--- src/verilog/ppb_pkg.sv ---
package ppb_pkg;
	localparam logic [7:0] OFF_DIR = 8'h00;
	localparam logic [7:0] OFF_OUT = 8'h04;
	localparam logic [7:0] OFF_PULL = 8'h08;
	localparam logic [7:0] OFF_MODE = 8'h0C;
	localparam logic [7:0] OFF_EDGE = 8'h10;
	localparam logic [7:0] OFF_PINS = 8'h14;
	localparam logic [7:0] OFF_ISTAT = 8'h18;
	localparam logic [7:0] OFF_IMASK = 8'h1C;
	// Field layout of the port fields in direction, latch and pin registers, and of the pull, mode and edge fields
	localparam int P0_LSB = 0;
	localparam int P1_LSB = 4;
	localparam int P2_LSB = 6;
	localparam int P5_LSB = 12;
	localparam int P6_LSB = 16;
	localparam int PULL_MX_LSB = 8;
	localparam int MODE_AN_LSB = 8;
	localparam int EDGE_FALL_LSB = 4;
	localparam int INT_W = 3;
	// Alternate function positions on the multiplexed port
	localparam int MX_CLK = 0;
	localparam int MX_SOUT = 1;
	localparam int MX_SIN = 2;
	localparam int MX_INT0 = 3;
	localparam int MX_TOUT = 4;
	localparam int MX_TCLK = 5;
	localparam logic [31:0] DIR_MASK = 32'h0000FFFF;
	localparam logic [31:0] OUT_MASK = 32'h0000FFFF;
	localparam logic [31:0] PULL_MASK = 32'h00003F3F;
	localparam logic [31:0] MODE_MASK = 32'h00000F3F;
	localparam logic [31:0] EDGE_MASK = 32'h00000077;
	localparam logic [31:0] INT_MASK = 32'h00000007;
	localparam logic [31:0] REG_RST = 32'h00000000;
	localparam logic [1:0] RESP_OKAY = 2'h0;
	localparam logic [1:0] RESP_SLVERR = 2'h2;
	localparam int PULL_NONE = 0;
	localparam int PULL_INPUT = 1;
	localparam int PULL_ALWAYS = 2;
	typedef enum logic [1:0] {PPB_W_IDLE = 2'h1, PPB_W_RESP = 2'h2} ppb_wr_state_type;
	typedef enum logic [1:0] {PPB_R_IDLE = 2'h1, PPB_R_DATA = 2'h2} ppb_rd_state_type;
endpackage : ppb_pkg

--- src/verilog/ppb_port_drv.sv ---
`timescale 1ns/1ps
`default_nettype none
module ppb_port_drv #(
	parameter int WIDTH = 4,
	parameter int PULL_KIND = 1,
	parameter bit OPEN_DRAIN = 1'b0
) (
	input wire logic ref_clk,
	input wire logic rst,
	input wire logic [WIDTH-1:0] latch,
	input wire logic [WIDTH-1:0] dir,
	input wire logic [WIDTH-1:0] altEn,
	input wire logic [WIDTH-1:0] altVal,
	input wire logic [WIDTH-1:0] pullSel,
	output logic [WIDTH-1:0] pinOut,
	output logic [WIDTH-1:0] pinOe,
	output logic [WIDTH-1:0] pullEn
);
	logic [WIDTH-1:0] out_ff, oe_ff, pull_ff;
	logic [WIDTH-1:0] nxt_out, nxt_oe, nxt_pull, value;
	always_comb begin
		value = (altEn & altVal) | (~altEn & latch);
		if (OPEN_DRAIN) begin
			// Drives low only; a one releases the pin
			nxt_out = '0;
			nxt_oe = dir & ~value;
		end else begin
			nxt_out = value;
			nxt_oe = dir;
		end
		case (PULL_KIND)
			ppb_pkg::PULL_INPUT: nxt_pull = pullSel & ~dir;
			ppb_pkg::PULL_ALWAYS: nxt_pull = pullSel;
			default: nxt_pull = '0;
		endcase
	end
	always_ff @(posedge ref_clk or posedge rst) begin
		if (rst) begin
			out_ff <= '0;
			oe_ff <= '0;
			pull_ff <= '0;
		end else begin
			out_ff <= nxt_out;
			oe_ff <= nxt_oe;
			pull_ff <= nxt_pull;
		end
	end
	assign pinOut = out_ff;
	assign pinOe = oe_ff;
	assign pullEn = pull_ff;
endmodule : ppb_port_drv
`default_nettype wire

--- src/verilog/ppb_edge_det.sv ---
`timescale 1ns/1ps
`default_nettype none
module ppb_edge_det #(
	parameter int WIDTH = 3
) (
	input wire logic ref_clk,
	input wire logic rst,
	input wire logic [WIDTH-1:0] level,
	input wire logic [WIDTH-1:0] enable,
	input wire logic [WIDTH-1:0] onRise,
	input wire logic [WIDTH-1:0] onFall,
	output logic [WIDTH-1:0] pulse
);
	logic [WIDTH-1:0] prev_ff, nxt_prev;
	always_comb begin
		nxt_prev = level;
		pulse = enable & ((onRise & level & ~prev_ff) | (onFall & ~level & prev_ff));
	end
	always_ff @(posedge ref_clk or posedge rst) begin
		if (rst) begin
			prev_ff <= '0;
		end else begin
			prev_ff <= nxt_prev;
		end
	end
endmodule : ppb_edge_det
`default_nettype wire

--- src/verilog/ppb_top.sv ---
// Added by the designer: the AXI4-Lite interface to the registers and the address map.
`timescale 1ns/1ps
`default_nettype none
module ppb_top #(
	parameter int ADDR_W = 8
) (
	input wire logic ref_clk,
	input wire logic rst,
	input wire logic [ADDR_W-1:0] awaddr,
	input wire logic awvalid,
	output logic awready,
	input wire logic [31:0] wdata,
	input wire logic [3:0] wstrb,
	input wire logic wvalid,
	output logic wready,
	output logic [1:0] bresp,
	output logic bvalid,
	input wire logic bready,
	input wire logic [ADDR_W-1:0] araddr,
	input wire logic arvalid,
	output logic arready,
	output logic [31:0] rdata,
	output logic [1:0] rresp,
	output logic rvalid,
	input wire logic rready,
	output logic irq,
	input wire logic [3:0] firstPortPinsIn,
	output logic [3:0] firstPortPinsOut,
	output logic [3:0] firstPortPinsOe,
	output logic [3:0] firstPortPullEn,
	input wire logic [1:0] secondPortPinsIn,
	output logic [1:0] secondPortPinsOut,
	output logic [1:0] secondPortPinsOe,
	output logic [1:0] secondPortPullEn,
	input wire logic [5:0] multiplexedPortPinsIn,
	output logic [5:0] multiplexedPortPinsOut,
	output logic [5:0] multiplexedPortPinsOe,
	output logic [5:0] multiplexedPortPullEn,
	input wire logic [3:0] openDrainPortPinsIn,
	output logic [3:0] openDrainPortPinsOut,
	output logic [3:0] openDrainPortPinsOe,
	input wire logic [3:0] analogCapableInputPinsIn,
	output logic [3:0] converterAnalogChannels,
	input wire logic syncSerialClockOut,
	input wire logic syncSerialOut,
	input wire logic asyncSerialOut,
	input wire logic serialAsyncMode,
	input wire logic wideTimerOutput,
	input wire logic narrowTimerOutput,
	input wire logic timerOutputWide,
	output logic syncSerialClock,
	output logic asyncSerialClockIn,
	output logic syncSerialIn,
	output logic asyncSerialIn,
	output logic serialChipSelect,
	output logic captureEdgeInput,
	output logic timerCountClockInput
);
	ppb_pkg::ppb_wr_state_type wState_ff, nxt_wState;
	ppb_pkg::ppb_rd_state_type rState_ff, nxt_rState;
	logic awHave_ff, nxt_awHave, wHave_ff, nxt_wHave;
	logic [ADDR_W-1:0] awAddr_ff, nxt_awAddr;
	logic [31:0] wData_ff, nxt_wData;
	logic [3:0] wStrb_ff, nxt_wStrb;
	logic [1:0] bresp_ff, nxt_bresp, rresp_ff, nxt_rresp;
	logic [31:0] rdata_ff, nxt_rdata;
	logic doWrite;
	logic [31:0] dir_ff, out_ff, pull_ff, mode_ff, edge_ff, istat_ff, imask_ff;
	logic [31:0] nxt_dir, nxt_out, nxt_pull, nxt_mode, nxt_edge, nxt_istat, nxt_imask;
	logic [31:0] pinsNow, istatClr;
	logic [5:0] altIn_ff, nxt_altIn, mxAltVal;
	logic [3:0] anCh_ff, nxt_anCh;
	logic [2:0] intEvent;

	function automatic logic [31:0] merge(input logic [31:0] old, input logic [31:0] wd,
		input logic [3:0] st, input logic [31:0] keep);
		logic [31:0] m;
		m = {{8{st[3]}}, {8{st[2]}}, {8{st[1]}}, {8{st[0]}}};
		merge = ((old & ~m) | (wd & m)) & keep;
	endfunction : merge

	function automatic logic known(input logic [ADDR_W-1:0] a);
		known = (a[1:0] == 2'h0) && (a <= ADDR_W'(ppb_pkg::OFF_IMASK));
	endfunction : known

	// Write channel: address and data are taken in either order
	always_comb begin
		awready = (wState_ff == ppb_pkg::PPB_W_IDLE) && !awHave_ff;
		wready = (wState_ff == ppb_pkg::PPB_W_IDLE) && !wHave_ff;
		bvalid = (wState_ff == ppb_pkg::PPB_W_RESP);
		doWrite = (wState_ff == ppb_pkg::PPB_W_IDLE) && awHave_ff && wHave_ff;
		nxt_wState = wState_ff;
		nxt_awHave = awHave_ff;
		nxt_wHave = wHave_ff;
		nxt_awAddr = awAddr_ff;
		nxt_wData = wData_ff;
		nxt_wStrb = wStrb_ff;
		nxt_bresp = bresp_ff;
		if (awvalid && awready) begin
			nxt_awHave = 1'b1;
			nxt_awAddr = awaddr;
		end
		if (wvalid && wready) begin
			nxt_wHave = 1'b1;
			nxt_wData = wdata;
			nxt_wStrb = wstrb;
		end
		case (wState_ff)
			ppb_pkg::PPB_W_IDLE: begin
				if (doWrite) begin
					nxt_awHave = 1'b0;
					nxt_wHave = 1'b0;
					nxt_bresp = known(awAddr_ff) ? ppb_pkg::RESP_OKAY : ppb_pkg::RESP_SLVERR;
					nxt_wState = ppb_pkg::PPB_W_RESP;
				end
			end
			ppb_pkg::PPB_W_RESP: begin
				if (bready) begin
					nxt_wState = ppb_pkg::PPB_W_IDLE;
				end
			end
			default: nxt_wState = ppb_pkg::PPB_W_IDLE;
		endcase
	end
	always_ff @(posedge ref_clk or posedge rst) begin
		if (rst) begin
			wState_ff <= ppb_pkg::PPB_W_IDLE;
			awHave_ff <= 1'b0;
			wHave_ff <= 1'b0;
			awAddr_ff <= '0;
			wData_ff <= 32'h00000000;
			wStrb_ff <= 4'h0;
			bresp_ff <= ppb_pkg::RESP_OKAY;
		end else begin
			wState_ff <= nxt_wState;
			awHave_ff <= nxt_awHave;
			wHave_ff <= nxt_wHave;
			awAddr_ff <= nxt_awAddr;
			wData_ff <= nxt_wData;
			wStrb_ff <= nxt_wStrb;
			bresp_ff <= nxt_bresp;
		end
	end
	assign bresp = bresp_ff;

	// Snapshot of the pins; analog-controlled bits read back as zero
	always_comb begin
		pinsNow = 32'h00000000;
		pinsNow[ppb_pkg::P0_LSB +: 4] = firstPortPinsIn;
		pinsNow[ppb_pkg::P1_LSB +: 2] = secondPortPinsIn;
		pinsNow[ppb_pkg::P2_LSB +: 6] = multiplexedPortPinsIn;
		pinsNow[ppb_pkg::P5_LSB +: 4] = openDrainPortPinsIn;
		pinsNow[ppb_pkg::P6_LSB +: 4] = analogCapableInputPinsIn & ~mode_ff[ppb_pkg::MODE_AN_LSB +: 4];
	end

	// Read channel: data is returned the cycle after the address is taken
	always_comb begin
		arready = (rState_ff == ppb_pkg::PPB_R_IDLE);
		rvalid = (rState_ff == ppb_pkg::PPB_R_DATA);
		nxt_rState = rState_ff;
		nxt_rdata = rdata_ff;
		nxt_rresp = rresp_ff;
		case (rState_ff)
			ppb_pkg::PPB_R_IDLE: begin
				if (arvalid) begin
					nxt_rState = ppb_pkg::PPB_R_DATA;
					nxt_rresp = known(araddr) ? ppb_pkg::RESP_OKAY : ppb_pkg::RESP_SLVERR;
					case (8'(araddr))
						ppb_pkg::OFF_DIR: nxt_rdata = dir_ff;
						ppb_pkg::OFF_OUT: nxt_rdata = out_ff;
						ppb_pkg::OFF_PULL: nxt_rdata = pull_ff;
						ppb_pkg::OFF_MODE: nxt_rdata = mode_ff;
						ppb_pkg::OFF_EDGE: nxt_rdata = edge_ff;
						ppb_pkg::OFF_PINS: nxt_rdata = pinsNow;
						ppb_pkg::OFF_ISTAT: nxt_rdata = istat_ff;
						ppb_pkg::OFF_IMASK: nxt_rdata = imask_ff;
						default: nxt_rdata = 32'h00000000;
					endcase
				end
			end
			ppb_pkg::PPB_R_DATA: begin
				if (rready) begin
					nxt_rState = ppb_pkg::PPB_R_IDLE;
				end
			end
			default: nxt_rState = ppb_pkg::PPB_R_IDLE;
		endcase
	end
	always_ff @(posedge ref_clk or posedge rst) begin
		if (rst) begin
			rState_ff <= ppb_pkg::PPB_R_IDLE;
			rdata_ff <= 32'h00000000;
			rresp_ff <= ppb_pkg::RESP_OKAY;
		end else begin
			rState_ff <= nxt_rState;
			rdata_ff <= nxt_rdata;
			rresp_ff <= nxt_rresp;
		end
	end
	assign rdata = rdata_ff;
	assign rresp = rresp_ff;

	// Configuration, latches and interrupt state
	always_comb begin
		nxt_dir = dir_ff;
		nxt_out = out_ff;
		nxt_pull = pull_ff;
		nxt_mode = mode_ff;
		nxt_edge = edge_ff;
		nxt_imask = imask_ff;
		istatClr = 32'h00000000;
		if (doWrite) begin
			case (8'(awAddr_ff))
				ppb_pkg::OFF_DIR: nxt_dir = merge(dir_ff, wData_ff, wStrb_ff, ppb_pkg::DIR_MASK);
				ppb_pkg::OFF_OUT: nxt_out = merge(out_ff, wData_ff, wStrb_ff, ppb_pkg::OUT_MASK);
				ppb_pkg::OFF_PULL: nxt_pull = merge(pull_ff, wData_ff, wStrb_ff, ppb_pkg::PULL_MASK);
				ppb_pkg::OFF_MODE: nxt_mode = merge(mode_ff, wData_ff, wStrb_ff, ppb_pkg::MODE_MASK);
				ppb_pkg::OFF_EDGE: nxt_edge = merge(edge_ff, wData_ff, wStrb_ff, ppb_pkg::EDGE_MASK);
				ppb_pkg::OFF_ISTAT: istatClr = merge(32'h00000000, wData_ff, wStrb_ff, ppb_pkg::INT_MASK);
				ppb_pkg::OFF_IMASK: nxt_imask = merge(imask_ff, wData_ff, wStrb_ff, ppb_pkg::INT_MASK);
				default: nxt_dir = dir_ff;
			endcase
		end
		// A new edge outweighs a clear in the same cycle
		nxt_istat = (istat_ff & ~istatClr) | {29'h0, intEvent};
		nxt_altIn = multiplexedPortPinsIn & mode_ff[5:0];
		nxt_anCh = analogCapableInputPinsIn & mode_ff[ppb_pkg::MODE_AN_LSB +: 4];
	end
	always_ff @(posedge ref_clk or posedge rst) begin
		// rst is the inverted active-low system reset pin
		if (rst) begin
			dir_ff <= ppb_pkg::REG_RST;
			out_ff <= ppb_pkg::REG_RST;
			pull_ff <= ppb_pkg::REG_RST;
			mode_ff <= ppb_pkg::REG_RST;
			edge_ff <= ppb_pkg::REG_RST;
			istat_ff <= ppb_pkg::REG_RST;
			imask_ff <= ppb_pkg::REG_RST;
			altIn_ff <= 6'h00;
			anCh_ff <= 4'h0;
		end else begin
			dir_ff <= nxt_dir;
			out_ff <= nxt_out;
			pull_ff <= nxt_pull;
			mode_ff <= nxt_mode;
			edge_ff <= nxt_edge;
			istat_ff <= nxt_istat;
			imask_ff <= nxt_imask;
			altIn_ff <= nxt_altIn;
			anCh_ff <= nxt_anCh;
		end
	end
	assign irq = |(istat_ff & imask_ff);
	assign converterAnalogChannels = anCh_ff;
	assign syncSerialClock = altIn_ff[ppb_pkg::MX_CLK];
	assign asyncSerialClockIn = altIn_ff[ppb_pkg::MX_CLK];
	assign syncSerialIn = altIn_ff[ppb_pkg::MX_SIN];
	assign asyncSerialIn = altIn_ff[ppb_pkg::MX_SIN];
	assign serialChipSelect = altIn_ff[ppb_pkg::MX_INT0];
	assign captureEdgeInput = altIn_ff[ppb_pkg::MX_INT0];
	assign timerCountClockInput = altIn_ff[ppb_pkg::MX_TCLK];

	// Peripheral values driven onto control-mode pins; input-only functions stay at the latch-free zero
	always_comb begin
		mxAltVal = 6'h00;
		mxAltVal[ppb_pkg::MX_CLK] = syncSerialClockOut;
		mxAltVal[ppb_pkg::MX_SOUT] = serialAsyncMode ? asyncSerialOut : syncSerialOut;
		mxAltVal[ppb_pkg::MX_TOUT] = timerOutputWide ? wideTimerOutput : narrowTimerOutput;
	end

	ppb_edge_det #(.WIDTH(ppb_pkg::INT_W)) u_edge (
		.ref_clk(ref_clk),
		.rst(rst),
		.level(multiplexedPortPinsIn[ppb_pkg::MX_INT0 +: 3]),
		.enable(mode_ff[ppb_pkg::MX_INT0 +: 3]),
		.onRise(edge_ff[2:0]),
		.onFall(edge_ff[ppb_pkg::EDGE_FALL_LSB +: 3]),
		.pulse(intEvent)
	);
	ppb_port_drv #(.WIDTH(4), .PULL_KIND(ppb_pkg::PULL_INPUT), .OPEN_DRAIN(1'b0)) u_port0 (
		.ref_clk(ref_clk),
		.rst(rst),
		.latch(out_ff[ppb_pkg::P0_LSB +: 4]),
		.dir(dir_ff[ppb_pkg::P0_LSB +: 4]),
		.altEn(4'h0),
		.altVal(4'h0),
		.pullSel(pull_ff[ppb_pkg::P0_LSB +: 4]),
		.pinOut(firstPortPinsOut),
		.pinOe(firstPortPinsOe),
		.pullEn(firstPortPullEn)
	);
	ppb_port_drv #(.WIDTH(2), .PULL_KIND(ppb_pkg::PULL_INPUT), .OPEN_DRAIN(1'b0)) u_port1 (
		.ref_clk(ref_clk),
		.rst(rst),
		.latch(out_ff[ppb_pkg::P1_LSB +: 2]),
		.dir(dir_ff[ppb_pkg::P1_LSB +: 2]),
		.altEn(2'h0),
		.altVal(2'h0),
		.pullSel(pull_ff[ppb_pkg::P1_LSB +: 2]),
		.pinOut(secondPortPinsOut),
		.pinOe(secondPortPinsOe),
		.pullEn(secondPortPullEn)
	);
	// Control-mode pins keep their direction bit, so software must set it for the chosen serial mode
	ppb_port_drv #(.WIDTH(6), .PULL_KIND(ppb_pkg::PULL_ALWAYS), .OPEN_DRAIN(1'b0)) u_port2 (
		.ref_clk(ref_clk),
		.rst(rst),
		.latch(out_ff[ppb_pkg::P2_LSB +: 6]),
		.dir(dir_ff[ppb_pkg::P2_LSB +: 6]),
		.altEn(mode_ff[5:0]),
		.altVal(mxAltVal),
		.pullSel(pull_ff[ppb_pkg::PULL_MX_LSB +: 6]),
		.pinOut(multiplexedPortPinsOut),
		.pinOe(multiplexedPortPinsOe),
		.pullEn(multiplexedPortPullEn)
	);
	ppb_port_drv #(.WIDTH(4), .PULL_KIND(ppb_pkg::PULL_NONE), .OPEN_DRAIN(1'b1)) u_port5 (
		.ref_clk(ref_clk),
		.rst(rst),
		.latch(out_ff[ppb_pkg::P5_LSB +: 4]),
		.dir(dir_ff[ppb_pkg::P5_LSB +: 4]),
		.altEn(4'h0),
		.altVal(4'h0),
		.pullSel(4'h0),
		.pinOut(openDrainPortPinsOut),
		.pinOe(openDrainPortPinsOe),
		.pullEn()
	);
endmodule : ppb_top
`default_nettype wire

--- config.mk ---
export PLATFORM = sky130hd
export DESIGN_NAME = ppb_top
export DESIGN_NICKNAME = d
export VERILOG_FILES = /design/src/verilog/ppb_pkg.sv /design/src/verilog/ppb_port_drv.sv /design/src/verilog/ppb_edge_det.sv /design/src/verilog/ppb_top.sv
export SDC_FILE = /design/constraint.sdc
export NUM_CORES = 1
export LEC_CHECK = 0
export BUFFER_PORTS_ARGS = -buffer_cell sky130_fd_sc_hd__clkbuf_2
export CAP_MARGIN = 20
export CORE_UTILIZATION = 50
export DETAILED_ROUTE_END_ITERATION = 12
export PLACE_DENSITY = 0.88
export SYNTH_ARGS = -nofsm -noshare
export SYNTH_HDL_FRONTEND = slang
export SYNTH_SLANG_ARGS = --single-unit
--- constraint.sdc ---
create_clock -name ref_clk -period 7.3 [get_ports ref_clk]
set_clock_uncertainty 0.2 [all_clocks]
set_input_delay 0.365 -clock ref_clk [delete_from_list [all_inputs] [get_ports ref_clk]]
set_output_delay 0.365 -clock ref_clk [all_outputs]
set_load 0.02 [all_outputs]
==> reports/summary.txt <==
final critical-path required period = 2620 ps
total track usage = 24.36%
clk slew on worst S/H paths = 60 ps
RSZ-0062 raised after global routing = no
Netlist cell types = 46
row count = 42
period utilization = 35.90%
GRT busiest layer = met2
leading area contributor after synthesis = dfrtp_1
gr ovfl total = 0
YS warnings = 0
origin of the worst min-delay path = wvalid
startpoint types = flop
sequential area share after synthesis = 61.15%
CTS Root Cell = clkbuf_16
syn_area_per_cell = 13.84 µm²
area of the multi-input gates = 0.002517 mm²
Worst Setup SP = wState_ff[0]$_DFFE_PP1P_
most common cell after layout, fill and taps aside = dfrtp_1
share of layout cells above drive strength 1 = 42.45%
met3 usage = 6.415%
CTS tree = yes
Peak Freq = 381.6 MHz
routability cong. = 0.8870
CP max stage cell = nor3b_2
hpwl dp = 11.34 mm
critical path capture point type = flop
n_diodes = 0
CP arrival = 2730 ps
met1 Use GR = 30.52%
CP Data Required Time = 7400 ps
final setup fails = 0
Sum Neg Setup Slack = 0 ps
area grow syn2layout = 24.68%
Synth top area share = 60.40%
Longest Clk Path Bufs = 2
worst-margin pin slew = 1046 ps
maximum VDD drop = 0.0002278 V
area of the core = 0.01345 mm²
worst path cell trace = and4b_1 > nand4_1 > nor3b_2 > mux2_2
Hold Path Class = in -> reg
most frequent cells in the layout = 169 x dfrtp_1, 146 x clkbuf_2, 102 x mux2_2, 38 x dlygate4sd3_1, 28 x nand2_1
DRC = 0
slew margin rel. = 30.24%
fill cell count = 1008
leakage power = 0.004445 µW
Wirelength per Cell = 18.87 µm
worst skew pair latency = 420 ps
Setup Buffers After CTS = 0
largest net degree at the start of global routing = 98
Final ANT Viol Nets = 0
cts bufs inserted = 17
worst setup slack after layout = 4680 ps
Pins Over Slew Limit = 0
Port Buf Inserts = 146
Yosys reg bits = 171
status = complete, no violations
Final Power = 2574 µW
Max H-tree Level = 4
first-pass GRT wire length = 25.92 mm
synthesized instance count = 506
antenna violations before repair = 0
Synth area leaders = dfrtp_1 60%, mux2_2 16%, mux4_2 2.6%
initial drt markers = 351
Netlist Area Pre-Place = 0.007002 mm²
Via Count = 4754
CP peak stage delay = 740 ps
Placement Setup Slack = 4568 ps
Die X = 120.3 µm
maxcap violations = 0
met2 usage = 39.76%
die area = 0.01448 mm²
clk sinks = 171
Nets = 776
crit path max fanout = 6
Die Y = 120.3 µm
Detailed Routing Iterations Pass 1 = 4
Ports = 183
WL final = 16.57 mm
vias in the first global route = 4921
final hold vios = 0
starting density of the core = 52.05%
FF/Latch Area = 0.004282 mm²
vias per inst = 5.415
pwr dens = 294.9 mW/mm²
WS Path Type = reg -> reg
r2r startpoint = wState_ff[0]$_DFFE_PP1P_
## worst max-delay path: cells and delay by family, from the launching register on
kind             cells  cell delay [ps]
and+or+nand+nor      3             1310
muxes                1              420
DFF                  1              560
## path summary, 6_finish.rpt
path / endpoint / slack, ps / depth (start not counted)
max in group asynchronous: async pin / 4960 / 4
hold reg to reg: u_port2.pinOe[4]$_DFF_PP0_ / 200 / 0
min in group asynchronous: altIn_ff[0]$_DFF_PP0_ / 450 / 3
setup reg to reg: flop / 4680 / 4
setup / recovery: flop / 4680 / 4
hold / removal: wHave_ff$_DFF_PP0_ / 60 / 3
## layout make-up
class                   count  area share, %
clock buffers              24          5.747
repair buffers            185          12.81
well taps                 176          2.523
flip-flops and latches    171          49.05
clock inverters             7         0.4586
inverters                  12         0.5733
multi-input cells         303          28.84
## power by group
part | switching [µW] | internal, µW | leakage, µW | total [µW]
clock | 346 | 475 | 0.000268 | 821
combinational | 247 | 228 | 0.00189 | 475
sequential | 165 | 1110 | 0.00228 | 1280
## synth_stat cells, drive strengths merged
| cell type | n |
|---|---|
| nor4 | 4 |
| mux2 | 102 |
| nand3 | 5 |
| o21ai | 22 |
| a32oi | 2 |
| nand2b | 3 |
| a31oi | 2 |
| a22o | 3 |
| and2 | 11 |
| conb | 1 |
| or4 | 2 |
| inv | 12 |
| a21boi | 1 |
| and4b | 2 |
| clkbuf | 12 |
| a32o | 4 |
| and3b | 1 |
| nand4b | 5 |
| a22oi | 4 |
| nor2b | 17 |
| nor4b | 2 |
| dfstp | 2 |
| dfrtp | 169 |
| a222oi | 1 |
| mux4 | 8 |
| nor3 | 4 |
| nor3b | 2 |
| nand3b | 3 |
| nor2 | 19 |
| nand4 | 5 |
| a221o | 1 |
| buf | 25 |
| nand2 | 28 |
| a221oi | 4 |
| a21oi | 4 |
| a21o | 1 |
| o21a | 1 |
| mux2i | 11 |
| o31ai | 1 |
## layer usage
| layer | routed length, µm | part of all wire [%] |
|---|---|---|
| met5 | 0 | 0 |
| met4 | 429 | 2.6 |
| met3 | 1033 | 6.2 |
| met2 | 8173 | 49 |
| met1 | 6934 | 42 |
## timing repair
item                      CTS  global route
resized for setup           0             0
hold endpoints to repair  132             0
hold buffers               38             0
## kinds of logic (layout without fill, tap and decap cells)
| logic type | Yosys count | after routing | synth area share [%] |
|---|---|---|---|
| mux | 121 | 121 | 20.55 |
| simple gates | 113 | 113 | 9.561 |
| buf+inv | 49 | 228 | 3.806 |
| other cells | 1 | 18 | 0.05356 |
| compound gates | 51 | 51 | 4.879 |
| flops | 171 | 171 | 61.15 |
## stage by stage
step | hold WS [ps] | instance area, µm² | utilization [%] | instances
3_3_place_gp | 180.9 | 7807 | 58.04 | 809
4_1_cts | 37.00 | 8730 | 64.89 | 878
6_report | 55.31 | 8730 | 64.89 | 878
5_1_grt | 37.89 | 8730 | 64.89 | 878
2_1_floorplan | 163.8 | 7066 | - | 523
3_5_place_dp | 182.5 | 7807 | 58.04 | 809
(Power assumes the default switching activity.)
